===== config.mk =====
export PLATFORM = sky130hd
export DESIGN_NAME = pidr_top
export DESIGN_NICKNAME = d
export VERILOG_FILES = /design/src/include/pidr_pkg.sv /design/src/include/pidr_fifo_if.sv /design/src/verilog/pidr_id_mem.sv /design/src/verilog/pidr_fifo.sv /design/src/verilog/pidr_top.sv
export SDC_FILE = /design/constraint.sdc
export NUM_CORES = 1
export LEC_CHECK = 0
export ABC_AREA = 1
export BUFFER_PORTS_ARGS = -buffer_cell sky130_fd_sc_hd__clkbuf_2
export CAP_MARGIN = 20
export CORE_MARGIN = 8
export CORE_UTILIZATION = 56
export CTS_CLUSTER_SIZE = 8
export DETAILED_ROUTE_END_ITERATION = 8
export PLACE_DENSITY_LB_ADDON = 0.15
export SYNTH_ARGS = -nofsm -noshare
export SYNTH_HDL_FRONTEND = slang
export SYNTH_SLANG_ARGS = --single-unit
export TNS_END_PERCENT = 30

===== constraint.sdc =====
create_clock -name clock -period 2.44 [get_ports clock]
set_input_delay 0 -clock clock [delete_from_list [all_inputs] [get_ports clock]]
set_output_delay 0 -clock clock [all_outputs]
set_load 0.005 [all_outputs]

===== src/include/pidr_pkg.sv =====
`default_nettype none
package pidr_pkg;

  ////////////////////////////////////////////////////////////////////////////
  // bus addressing
  localparam logic [6:0] STORE_CTRL_ID = 7'h57;
  localparam logic [7:0] STORE_LO      = 8'hF0;
  localparam logic [7:0] STORE_HI      = 8'hF7;
  localparam logic [7:0] PTR_RESET     = 8'h00;
  localparam logic [3:0] BITS_PER_BYTE = 4'h8;

  ////////////////////////////////////////////////////////////////////////////
  // identifier layout
  localparam int         FIFO_DEPTH    = 8;
  localparam int         STORE_BYTES   = 8;
  localparam logic [2:0] OUI48_BASE    = 3'h2;
  localparam logic [7:0] BLANK_BYTE    = 8'hFF;
  localparam logic [15:0] WRAP48_MARK  = 16'hFFFE;
  localparam logic [15:0] WRAP48_ALT   = 16'hFFFF;

  ////////////////////////////////////////////////////////////////////////////
  // target states
  typedef enum logic [6:0] {
    S_IDLE = 7'h01,
    S_CTRL = 7'h02,
    S_ACKC = 7'h04,
    S_ADDR = 7'h08,
    S_ACKA = 7'h10,
    S_TX   = 7'h20,
    S_RACK = 7'h40
  } pidr_state_t;

  function automatic logic in_store(input logic [7:0] a);
    return (a >= STORE_LO) && (a <= STORE_HI);
  endfunction

  // inside the store only the low three bits count, so F7 rolls to F0
  function automatic logic [7:0] ptr_next(input logic [7:0] a);
    if (in_store(a))
      return {a[7:3], 3'(a[2:0] + 3'h1)};
    return 8'(a + 8'h01);
  endfunction

endpackage
`default_nettype wire


===== src/include/pidr_fifo_if.sv =====
`timescale 1ns/1ps
`default_nettype none
interface pidr_fifo_if #(parameter int WIDTH = 8);
  logic [WIDTH-1:0] in_data;
  logic             in_valid;
  logic             in_ready;
  logic [WIDTH-1:0] out_data;
  logic             out_valid;
  logic             out_ready;
  logic             clear;

  modport fifo (input in_data, in_valid, out_ready, clear,
                output in_ready, out_data, out_valid);
  modport user (output in_data, in_valid, out_ready, clear,
                input in_ready, out_data, out_valid);
endinterface
`default_nettype wire


===== src/verilog/pidr_id_mem.sv =====
`timescale 1ns/1ps
`default_nettype none
module pidr_id_mem #(
  parameter bit          VARIANT_64 = 1'b1,
  parameter logic [23:0] ORG_ID     = 24'h12_3456, // arbitrary value
  parameter logic [39:0] EXT_ID     = 40'h01_2345_6789 // arbitrary value
) (
  // clock and reset
  input  wire logic       clock,
  input  wire logic       srst,
  // read port
  input  wire logic       rd_en,
  input  wire logic [2:0] rd_addr,
  output logic      [7:0] rd_data,
  output logic            rd_valid
);

  logic [7:0] rom [pidr_pkg::STORE_BYTES];
  logic [7:0] next_rd_data;

  //////////////////////////////////////////////////////////////////////////////
  // factory image, one generate entry per location
  for (genvar i = 0; i < pidr_pkg::STORE_BYTES; i++)
  begin : g_loc
    localparam logic [63:0] IMG64 = {ORG_ID, EXT_ID};
    localparam logic [63:0] IMG48 = {pidr_pkg::BLANK_BYTE,
                                     pidr_pkg::BLANK_BYTE,
                                     ORG_ID, EXT_ID[23:0]};
    if (VARIANT_64)
    begin : g_64
      assign rom[i] = IMG64[63-8*i -: 8];
    end
    else
    begin : g_48
      assign rom[i] = IMG48[63-8*i -: 8];
    end
  end

  //////////////////////////////////////////////////////////////////////////////
  // registered read, no unlock needed to read
  always_comb
  begin
    next_rd_data = rd_data;
    if (rd_en)
      next_rd_data = rom[rd_addr];
  end

  always_ff @(posedge clock)
  begin
    if (srst)
    begin
      rd_data  <= 8'h00;
      rd_valid <= 1'b0;
    end
    else
    begin
      rd_data  <= next_rd_data;
      rd_valid <= rd_en;
    end
  end

  chk_ext_reserved: assert property (@(posedge clock)
    !(VARIANT_64 && ({rom[3], rom[4]} == pidr_pkg::WRAP48_MARK ||
                     {rom[3], rom[4]} == pidr_pkg::WRAP48_ALT)))
    else $error("reserved pattern in extension bytes");

endmodule // pidr_id_mem
`default_nettype wire


===== src/verilog/pidr_fifo.sv =====
`timescale 1ns/1ps
`default_nettype none
module pidr_fifo #(
  parameter int WIDTH = 8,
  parameter int DEPTH = pidr_pkg::FIFO_DEPTH
) (
  // clock and reset
  input  wire logic clock,
  input  wire logic srst,
  // both sides
  pidr_fifo_if.fifo f
);

  localparam int AW = $clog2(DEPTH);

  logic [WIDTH-1:0] mem [DEPTH];
  logic [AW-1:0]    wr_ptr, rd_ptr, next_wr_ptr, next_rd_ptr;
  logic [AW:0]      count, next_count;
  logic             do_push, do_pop;

  assign f.in_ready  = (count != (AW+1)'(DEPTH));
  assign f.out_valid = (count != '0);
  assign f.out_data  = mem[rd_ptr];
  assign do_push     = f.in_valid && f.in_ready && !f.clear;
  assign do_pop      = f.out_valid && f.out_ready && !f.clear;

  always_comb
  begin
    next_wr_ptr = wr_ptr;
    next_rd_ptr = rd_ptr;
    next_count  = count;
    if (f.clear)
    begin
      next_wr_ptr = '0;
      next_rd_ptr = '0;
      next_count  = '0;
    end
    else
    begin
      if (do_push)
        next_wr_ptr = (wr_ptr == AW'(DEPTH-1)) ? '0 : AW'(wr_ptr + 1'b1);
      if (do_pop)
        next_rd_ptr = (rd_ptr == AW'(DEPTH-1)) ? '0 : AW'(rd_ptr + 1'b1);
      next_count = (AW+1)'(count + do_push - do_pop);
    end
  end

  always_ff @(posedge clock)
  begin
    if (do_push)
      mem[wr_ptr] <= f.in_data;
    if (srst)
    begin
      wr_ptr <= '0;
      rd_ptr <= '0;
      count  <= '0;
    end
    else
    begin
      wr_ptr <= next_wr_ptr;
      rd_ptr <= next_rd_ptr;
      count  <= next_count;
    end
  end

endmodule // pidr_fifo
`default_nettype wire


===== src/verilog/pidr_top.sv =====
// How it works
// - pointer holds last accessed location plus one for current-address reads.
// - store control byte with read bit is acknowledged, then one byte out.
// - master nacks then stops; the target releases data after the nack, without waiting for the stop.
// - one pointer shared with register space; its loads and steps move it except in a cycle where the bus updates it.
// - location byte loads the pointer at its acknowledge, before any restart.
// - after a random read the pointer is past the byte returned.
// - master ack after a byte makes the target send the next location.
// - pointer steps by one at every completed byte sent.
// - stepping past the top store location wraps to the first.
// - six-byte identifier sits in the upper six locations.
// - eight-byte identifier fills all eight locations.
// - factory long identifier never holds the reserved extension patterns.
// - store answers only to its own control-byte pattern.
// - location outside the store range is not acknowledged.
// - reads work without any unlock sequence.
// - no control byte acknowledge while a nonvolatile write runs.
`timescale 1ns/1ps
`default_nettype none
module pidr_top #(
  parameter bit          VARIANT_64 = 1'b1,
  parameter logic [23:0] ORG_ID     = 24'h12_3456, // arbitrary value
  parameter logic [39:0] EXT_ID     = 40'h01_2345_6789 // arbitrary value
) (
  // clock and reset
  input  wire logic       clock,
  input  wire logic       srst,
  // two-wire bus pins
  input  wire logic       scl_in,
  input  wire logic       sda_in,
  output logic            sda_out,
  output logic            sda_oe,
  // shared pointer with register space
  input  wire logic       nv_busy,
  input  wire logic       ptr_load,
  input  wire logic [7:0] ptr_load_val,
  input  wire logic       ptr_step,
  output logic      [7:0] ptr
);

  //////////////////////////////////////////////////////////////////////////////
  // pin synchronisers: change accepted once stages two and three agree
  logic [2:0] scl_s, sda_s;
  logic       scl_f, sda_f, scl_q, sda_q;
  logic       next_scl_f, next_sda_f;

  always_comb
  begin
    next_scl_f = (scl_s[1] == scl_s[2]) ? scl_s[2] : scl_f;
    next_sda_f = (sda_s[1] == sda_s[2]) ? sda_s[2] : sda_f;
  end
  always_ff @(posedge clock)
  begin
    if (srst)
    begin
      scl_s <= 3'h7;
      sda_s <= 3'h7;
      scl_f <= 1'b1;
      sda_f <= 1'b1;
      scl_q <= 1'b1;
      sda_q <= 1'b1;
    end
    else
    begin
      scl_s <= {scl_s[1:0], scl_in};
      sda_s <= {sda_s[1:0], sda_in};
      scl_f <= next_scl_f;
      sda_f <= next_sda_f;
      scl_q <= scl_f;
      sda_q <= sda_f;
    end
  end
  logic scl_rise, scl_fall, start_det, stop_det;
  assign scl_rise  = scl_f && !scl_q;
  assign scl_fall  = !scl_f && scl_q;
  assign start_det = scl_f && scl_q && sda_q && !sda_f;
  assign stop_det  = scl_f && scl_q && !sda_q && sda_f;

  //////////////////////////////////////////////////////////////////////////////
  // prefetch path: store -> fifo -> shifter
  pidr_fifo_if #(.WIDTH(8)) fq ();
  logic       rd_en, rd_valid, pend, fetch_on, fetch_start;
  logic       next_pend, next_fetch_on;
  logic [2:0] fetch_addr, next_fetch_addr;
  logic [7:0] rd_data;
  logic       pop;
  pidr_id_mem #(
    .VARIANT_64 (VARIANT_64),
    .ORG_ID     (ORG_ID),
    .EXT_ID     (EXT_ID)
  ) u_mem (
    .clock    (clock),
    .srst     (srst),
    .rd_en    (rd_en),
    .rd_addr  (fetch_addr),
    .rd_data  (rd_data),
    .rd_valid (rd_valid)
  );
  pidr_fifo #(
    .WIDTH (8),
    .DEPTH (pidr_pkg::FIFO_DEPTH)
  ) u_fifo (
    .clock (clock),
    .srst  (srst),
    .f     (fq)
  );

  // fetcher stalls on fifo back-pressure, one read in flight
  assign rd_en        = fetch_on && fq.in_ready && !pend && !fetch_start;
  assign fq.in_data   = rd_data;
  assign fq.in_valid  = rd_valid && fetch_on;
  assign fq.out_ready = pop;
  assign fq.clear     = fetch_start || start_det || stop_det;
  always_comb
  begin
    next_pend       = rd_en;
    next_fetch_on   = fetch_on;
    next_fetch_addr = fetch_addr;
    if (start_det || stop_det)
      next_fetch_on = 1'b0;
    else if (fetch_start)
    begin
      next_fetch_on   = 1'b1;
      next_fetch_addr = ptr[2:0];
    end
    else if (rd_en)
      next_fetch_addr = 3'(fetch_addr + 3'h1);
  end

  always_ff @(posedge clock)
  begin
    if (srst)
    begin
      pend       <= 1'b0;
      fetch_on   <= 1'b0;
      fetch_addr <= 3'h0;
    end
    else
    begin
      pend       <= next_pend;
      fetch_on   <= next_fetch_on;
      fetch_addr <= next_fetch_addr;
    end
  end

  //////////////////////////////////////////////////////////////////////////////
  // bus target state machine
  pidr_pkg::pidr_state_t st, next_st;
  logic [3:0] bitcnt, next_bitcnt;
  logic [7:0] sh, next_sh, next_ptr;
  logic       rw, next_rw, cont, next_cont, next_oe, int_upd;
  logic       ctrl_hit, addr_hit, byte_done;
  assign ctrl_hit  = (sh[7:1] == pidr_pkg::STORE_CTRL_ID) && !nv_busy;
  assign addr_hit  = pidr_pkg::in_store(sh);
  assign byte_done = scl_fall && (bitcnt == pidr_pkg::BITS_PER_BYTE);
  assign sda_out   = 1'b0;
  always_comb
  begin
    next_st     = st;
    next_bitcnt = bitcnt;
    next_sh     = sh;
    next_oe     = sda_oe;
    next_rw     = rw;
    next_cont   = cont;
    next_ptr    = ptr;
    int_upd     = 1'b0;
    pop         = 1'b0;
    fetch_start = 1'b0;
    if (start_det)
    begin
      next_st     = pidr_pkg::S_CTRL;
      next_bitcnt = 4'h0;
      next_oe     = 1'b0;
    end
    else if (stop_det)
    begin
      next_st = pidr_pkg::S_IDLE;
      next_oe = 1'b0;
    end
    else
    begin
      unique case (st)
        pidr_pkg::S_IDLE: ;
        pidr_pkg::S_CTRL, pidr_pkg::S_ADDR:
        begin
          if (scl_rise && bitcnt != pidr_pkg::BITS_PER_BYTE)
          begin
            next_sh     = {sh[6:0], sda_f};
            next_bitcnt = 4'(bitcnt + 4'h1);
          end
          if (byte_done && st == pidr_pkg::S_CTRL)
          begin
            if (ctrl_hit)
            begin
              next_st     = pidr_pkg::S_ACKC;
              next_oe     = 1'b1;
              next_rw     = sh[0];
              fetch_start = sh[0];
            end
            else
              next_st = pidr_pkg::S_IDLE;
          end
          else if (byte_done)
          begin
            if (addr_hit)
            begin
              next_st  = pidr_pkg::S_ACKA;
              next_oe  = 1'b1;
              next_ptr = sh;
              int_upd  = 1'b1;
            end
            else
              next_st = pidr_pkg::S_IDLE;
          end
        end
        pidr_pkg::S_ACKC, pidr_pkg::S_RACK:
        begin
          if (scl_rise && st == pidr_pkg::S_RACK)
            next_cont = !sda_f;
          if (scl_fall && st == pidr_pkg::S_ACKC && !rw)
          begin
            next_st     = pidr_pkg::S_ADDR;
            next_oe     = 1'b0;
            next_bitcnt = 4'h0;
          end
          else if (scl_fall && (st == pidr_pkg::S_ACKC || cont))
          begin
            next_st     = pidr_pkg::S_TX;
            next_sh     = fq.out_data;
            next_oe     = !fq.out_data[7];
            next_bitcnt = 4'h1;
            pop         = 1'b1;
          end
          else if (scl_fall)
          begin
            next_st = pidr_pkg::S_IDLE;
            next_oe = 1'b0;
          end
        end
        pidr_pkg::S_ACKA:
        begin
          if (scl_fall)
          begin
            next_st = pidr_pkg::S_IDLE;
            next_oe = 1'b0;
          end
        end
        pidr_pkg::S_TX:
        begin
          if (byte_done)
          begin
            next_st   = pidr_pkg::S_RACK;
            next_oe   = 1'b0;
            next_cont = 1'b0;
            next_ptr  = pidr_pkg::ptr_next(ptr);
            int_upd   = 1'b1;
          end
          else if (scl_fall)
          begin
            next_sh     = {sh[6:0], 1'b0};
            next_oe     = !sh[6];
            next_bitcnt = 4'(bitcnt + 4'h1);
          end
        end
      endcase
    end
    if (!int_upd && ptr_load)
      next_ptr = ptr_load_val;
    else if (!int_upd && ptr_step)
      next_ptr = pidr_pkg::ptr_next(ptr);
  end

  always_ff @(posedge clock)
  begin
    if (srst)
    begin
      st     <= pidr_pkg::S_IDLE;
      bitcnt <= 4'h0;
      sh     <= 8'h00;
      sda_oe <= 1'b0;
      rw     <= 1'b0;
      cont   <= 1'b0;
      ptr    <= pidr_pkg::PTR_RESET;
    end
    else
    begin
      st     <= next_st;
      bitcnt <= next_bitcnt;
      sh     <= next_sh;
      sda_oe <= next_oe;
      rw     <= next_rw;
      cont   <= next_cont;
      ptr    <= next_ptr;
    end
  end

  //////////////////////////////////////////////////////////////////////////////
  // checks
  chk_ctrl_ack_given: assert property (@(posedge clock) disable iff (srst)
    (st == pidr_pkg::S_CTRL && byte_done && ctrl_hit && !start_det &&
     !stop_det) |=> (sda_oe && st == pidr_pkg::S_ACKC))
    else $error("matching control byte not acknowledged");
  chk_busy_no_ack: assert property (@(posedge clock) disable iff (srst)
    (st == pidr_pkg::S_CTRL && byte_done && nv_busy) |=> !sda_oe)
    else $error("control byte acknowledged while busy");
  chk_addr_range: assert property (@(posedge clock) disable iff (srst)
    (st == pidr_pkg::S_ADDR && byte_done && !addr_hit) |=>
      (!sda_oe && st == pidr_pkg::S_IDLE))
    else $error("out of range location acknowledged");
  chk_ptr_load_addr: assert property (@(posedge clock) disable iff (srst)
    (st == pidr_pkg::S_ADDR && byte_done && addr_hit && !start_det &&
     !stop_det) |=> (ptr == $past(sh)))
    else $error("pointer not loaded from location byte");
  chk_ptr_step_wrap: assert property (@(posedge clock) disable iff (srst)
    (st == pidr_pkg::S_TX && byte_done && pidr_pkg::in_store(ptr) &&
     !start_det && !stop_det) |=>
      (ptr[7:3] == $past(ptr[7:3]) &&
       ptr[2:0] == 3'($past(ptr[2:0]) + 3'h1)))
    else $error("pointer did not step within the store");
  chk_nack_release: assert property (@(posedge clock) disable iff (srst)
    (st == pidr_pkg::S_RACK && scl_fall && !cont && !start_det) |=>
      (!sda_oe && st == pidr_pkg::S_IDLE) [*2])
    else $error("data still driven after master nack");
  chk_seq_next_byte: assert property (@(posedge clock) disable iff (srst)
    (st == pidr_pkg::S_RACK && scl_fall && cont && !start_det &&
     !stop_det) |=> (st == pidr_pkg::S_TX && bitcnt == 4'h1))
    else $error("acknowledged byte not followed by next");
  chk_shared_load: assert property (@(posedge clock) disable iff (srst)
    (ptr_load && !int_upd) |=> (ptr == $past(ptr_load_val)))
    else $error("shared pointer load lost");
  chk_release_between: assert property (@(posedge clock) disable iff (srst)
    stop_det |=> (!sda_oe && st == pidr_pkg::S_IDLE))
    else $error("target still active after stop");

endmodule // pidr_top
`default_nettype wire


==> flow_summary_export.csv <==
group,metric,value,unit
synth,yosysMostFrequentCell,"nand2_1",
synth,ys_top_cells_by_count,"nand2_1, nor2_1, dfxtp_1, inv_1",
worst_setup_path,critPathMostFrequentCell,"inv_2",
drt,first_pass_iters,5,
placed_design,place_congestion,0.905,
cells_and_area,seq_area,2990,sq um
worst_hold_path,hold_path_class,"in2reg",
drt,routed_wl,14300,microns
cells_and_area,multi_input_area,2560,sq um
worst_setup_path,worst_r2r_path_depth,13,
synth,ys_types,44,
timing,tightest_slew,0.666,ns
clock_tree,clk_latency,0.52,ns
worst_setup_path,criticalPathCategory,"reg2reg",
worst_setup_path,cp_num_cells,13,
synth,synth_top_area_share,28.7,%
cells_and_area,nets,776,
timing,relSlewSlack,55.5,%
placed_design,io_buffers,23,
synth,yosysSeqAreaShare,50.9,%
synth,synth-async-reset-ratio,0,%
clock_tree,cts_root_buf,"clkbuf_8",
clock_tree,cts_buffer_depth,2,
placed_design,hpwl,9950,microns
worst_setup_path,critPathRequiredTime,2.85,ns
cells_and_area,drive_gt1_share,18.7,%
synth,synth_area,5870,sq um
worst_setup_path,startpoint_type,"flop",
drt,drc,0,
worst_setup_path,r2r_slack,0.06,ns
timing,hold_slack,0.0820,ns
run,drv_cap,0,
synth,synth-edff-count,56,
timing,drv_slew,0,
floorplanning,initial_core_util,57.3,%
drt,post_drt_via_cell_ratio,5.45,
floorplanning,rows,37,
worst_setup_path,path_cells,"nor2_4 > nand3_4 > nor2_4 > o21ai_2 > inv_1 > nand4_1 > inv_2 > ha_4 > inv_2 > ha_2 > inv_2 > fa_2 > nor2_1",
pwr,powerDensity,692,nW/um^2
worst_setup_path,cp.buffers_inverters,4,
worst_hold_path,min_delay_path_depth,5,
drt,ant_nets,0,
synth,ys_top_cells_by_area,"edfxtp_1, dfxtp_1, nand2_1",
global_route,grt_max_degree,29,
drt,vias,4843,
drt,wl_per_cell,16.0,microns
timing,setup_viol,0,
global_route,grt_pass1_vias,4696,
synth,yosys_most_used_dff,"dfxtp_1",
cells_and_area,final_util,68.8,%
cells_and_area,fillers,800,
clock_tree,cts_made_buffers,17,
clock_tree,cts_sinks,121,
timing,hold_viol_final,0,
clock_tree,cts_tree,"built",
cells_and_area,area_growth,20.0,%
global_route,grt_overflow,0,
timing,fin_crit_sh,97.4,%
worst_setup_path,cpMaxStageDelayCell,"fa_2",
worst_setup_path,crit_path_end_kind,"flop",
cells_and_area,finalNonFillerCells,889,
worst_setup_path,path_delay_family,"adder cells",
floorplanning,ios,25,
cells_and_area,antenna_cells,0,
timing,fmax,421,MHz
floorplanning,core,10200,sq um
worst_setup_path,slowest_delay,0.52,ns
synth,avgSynthCellArea,8.61,sq um
pwr,p_leak,0.00301,uW
timing,skew,0.00604,ns
status,status,"complete, no violations",
synth,synth-seq-cells,121,
synth,yosys_warnings,0,
global_route,track_usage,20.9,%
global_route,grt_pass1_wl,23500,microns
worst_setup_path,crit_fanout,3,
synth,synth_area_leader_cell,"edfxtp_1",
timing,period_needed,2.38,ns
placed_design,dp.cells,834,
floorplanning,dieArea,14000,sq um
global_route,antenna_found_initial,0,
synth,synth.net_count,717,
floorplanning,die_x,118,microns
drt,initialDrtViolationCount,416,
synth,synthesis.instances,681,
clock_tree,cts-htree-levels,4,
timing,rsz0062_at_grt,"true",
pwr,irDropWorstVdd,748,uV
floorplanning,fp.dieH,118,microns
clock_tree,clkTransAtPathRegs,0.06,ns
worst_setup_path,arrival,2.79,ns
cell families after synthesis:
kind of cell	share of synthesized area, %
xor gates and xnor gates	1.34
AOI/OAI and AO/OA	13.3
other	0.0639
and+or+nand+nor	23.2
adders and majority gates	4.61
DFF	50.9
buffers and inverters	6.63
per-layer routing:
| metal | vias up | wire length, microns | GRT usage, % |
|---|---|---|---|
| met5 | - | 0 | 0 |
| met4 | 0 | 169 | 6.16 |
| met3 | 18 | 766 | 5.52 |
| met2 | 120 | 6510 | 32.0 |
| met1 | 2305 | 6820 | 28.5 |
| li1 | 2400 | - | - |
state kept, by name, indices dropped and copies added (netlist names), named ones only:
signal	flops
u_fifo.mem	56
fetch_on	1
u_fifo.count	4
sda_oe	1
bitcnt	4
u_mem.rd_data	7
st	7
scl_q	1
fetch_addr	3
u_mem.rd_valid	1
sda_f	1
rw	1
scl_s	3
cont	1
sda_q	1
sda_s	3
sh	8
ptr	8
u_fifo.wr_ptr	3
scl_f	1
u_fifo.rd_ptr	3
layout make-up:
cell class	count	share of cell area [%]
flip-flops and latches	121	42.4
multi-input cells	464	36.4
repair buffers	59	5.97
clock buffers	17	5.88
inverters	77	4.14
clock inverters	15	2.81
well taps	136	2.42
worst reg2reg max path: stages (launching register included):
cell,delay (ns)
dfxtp_2,0.34
nor2_4,0.18
nand3_4,0.10
nor2_4,0.15
o21ai_2,0.07
inv_1,0.07
nand4_1,0.20
inv_2,0.13
ha_4,0.20
inv_2,0.05
ha_2,0.17
inv_2,0.04
fa_2,0.52
nor2_1,0.04
layout by cell type, fill, tap and decap left out, types with 4 or more instances in the layout:
| cell type | Yosys | routed |
|---|---|---|
| a31oi_1 | 5 | 5 |
| nand3_2 | 6 | 4 |
| nand4_1 | 7 | 7 |
| inv_1 | 62 | 59 |
| dfxtp_1 | 65 | 63 |
| a22o_1 | 6 | 6 |
| inv_2 | 12 | 15 |
| bufinv_16 | 0 | 4 |
| nor2_1 | 75 | 74 |
| o21ai_0 | 41 | 41 |
| clkinv_1 | 2 | 5 |
| a21oi_1 | 56 | 56 |
| clkbuf_2 | 0 | 23 |
| ha_1 | 20 | 18 |
| nand3_1 | 36 | 35 |
| xor2_1 | 7 | 7 |
| nand2_2 | 9 | 8 |
| or2_2 | 11 | 11 |
| nand2_1 | 131 | 131 |
| nor2_4 | 3 | 5 |
| dlygate4sd3_1 | 0 | 14 |
| nand3_4 | 2 | 5 |
| edfxtp_1 | 56 | 56 |
| clkbuf_16 | 0 | 16 |
| o21ai_1 | 14 | 13 |
| o211ai_1 | 5 | 5 |
| a22oi_1 | 6 | 6 |
| buf_4 | 2 | 22 |
report_power, final:
| group | total [uW] | internal, uW | switching, uW |
|---|---|---|---|
| clock network | 2600 | 1660 | 945 |
| registers | 2140 | 2120 | 18.1 |
| logic | 131 | 58.9 | 71.8 |
| total | 4870 | 3840 | 1040 |
what timing repair did:
| item | CTS | global route |
|---|---|---|
| hold endpoints to repair | 21 | 0 |
| resized for setup | 0 | 17 |
| hold buffers | 14 | 0 |
| buffers inserted | 0 | 9 |
| endpoints found under the setup margin | 0 | 56 |
metrics by stage:
step	area (sq um)	setup TNS (ns)	worst slack [ns]	total power [uW]
floorplan	5870	0	0.0455	2250
global placement	6150	0	0.105	2290
finish	7040	0	0.0632	4870
detailed placement	6150	0	0.0263	2290
global route	7040	-0.186	-0.0718	4990
CTS	6900	0	0.00264	4880
final timing paths:
path	from	endpoint
setup reg to reg	st[0]	u_fifo.count[1]
hold / removal	ptr_load	ptr[6]
setup / recovery	st[0]	u_fifo.count[1]
hold reg to reg	scl_s[0]	scl_s[1]
(Power assumes the default switching activity.)
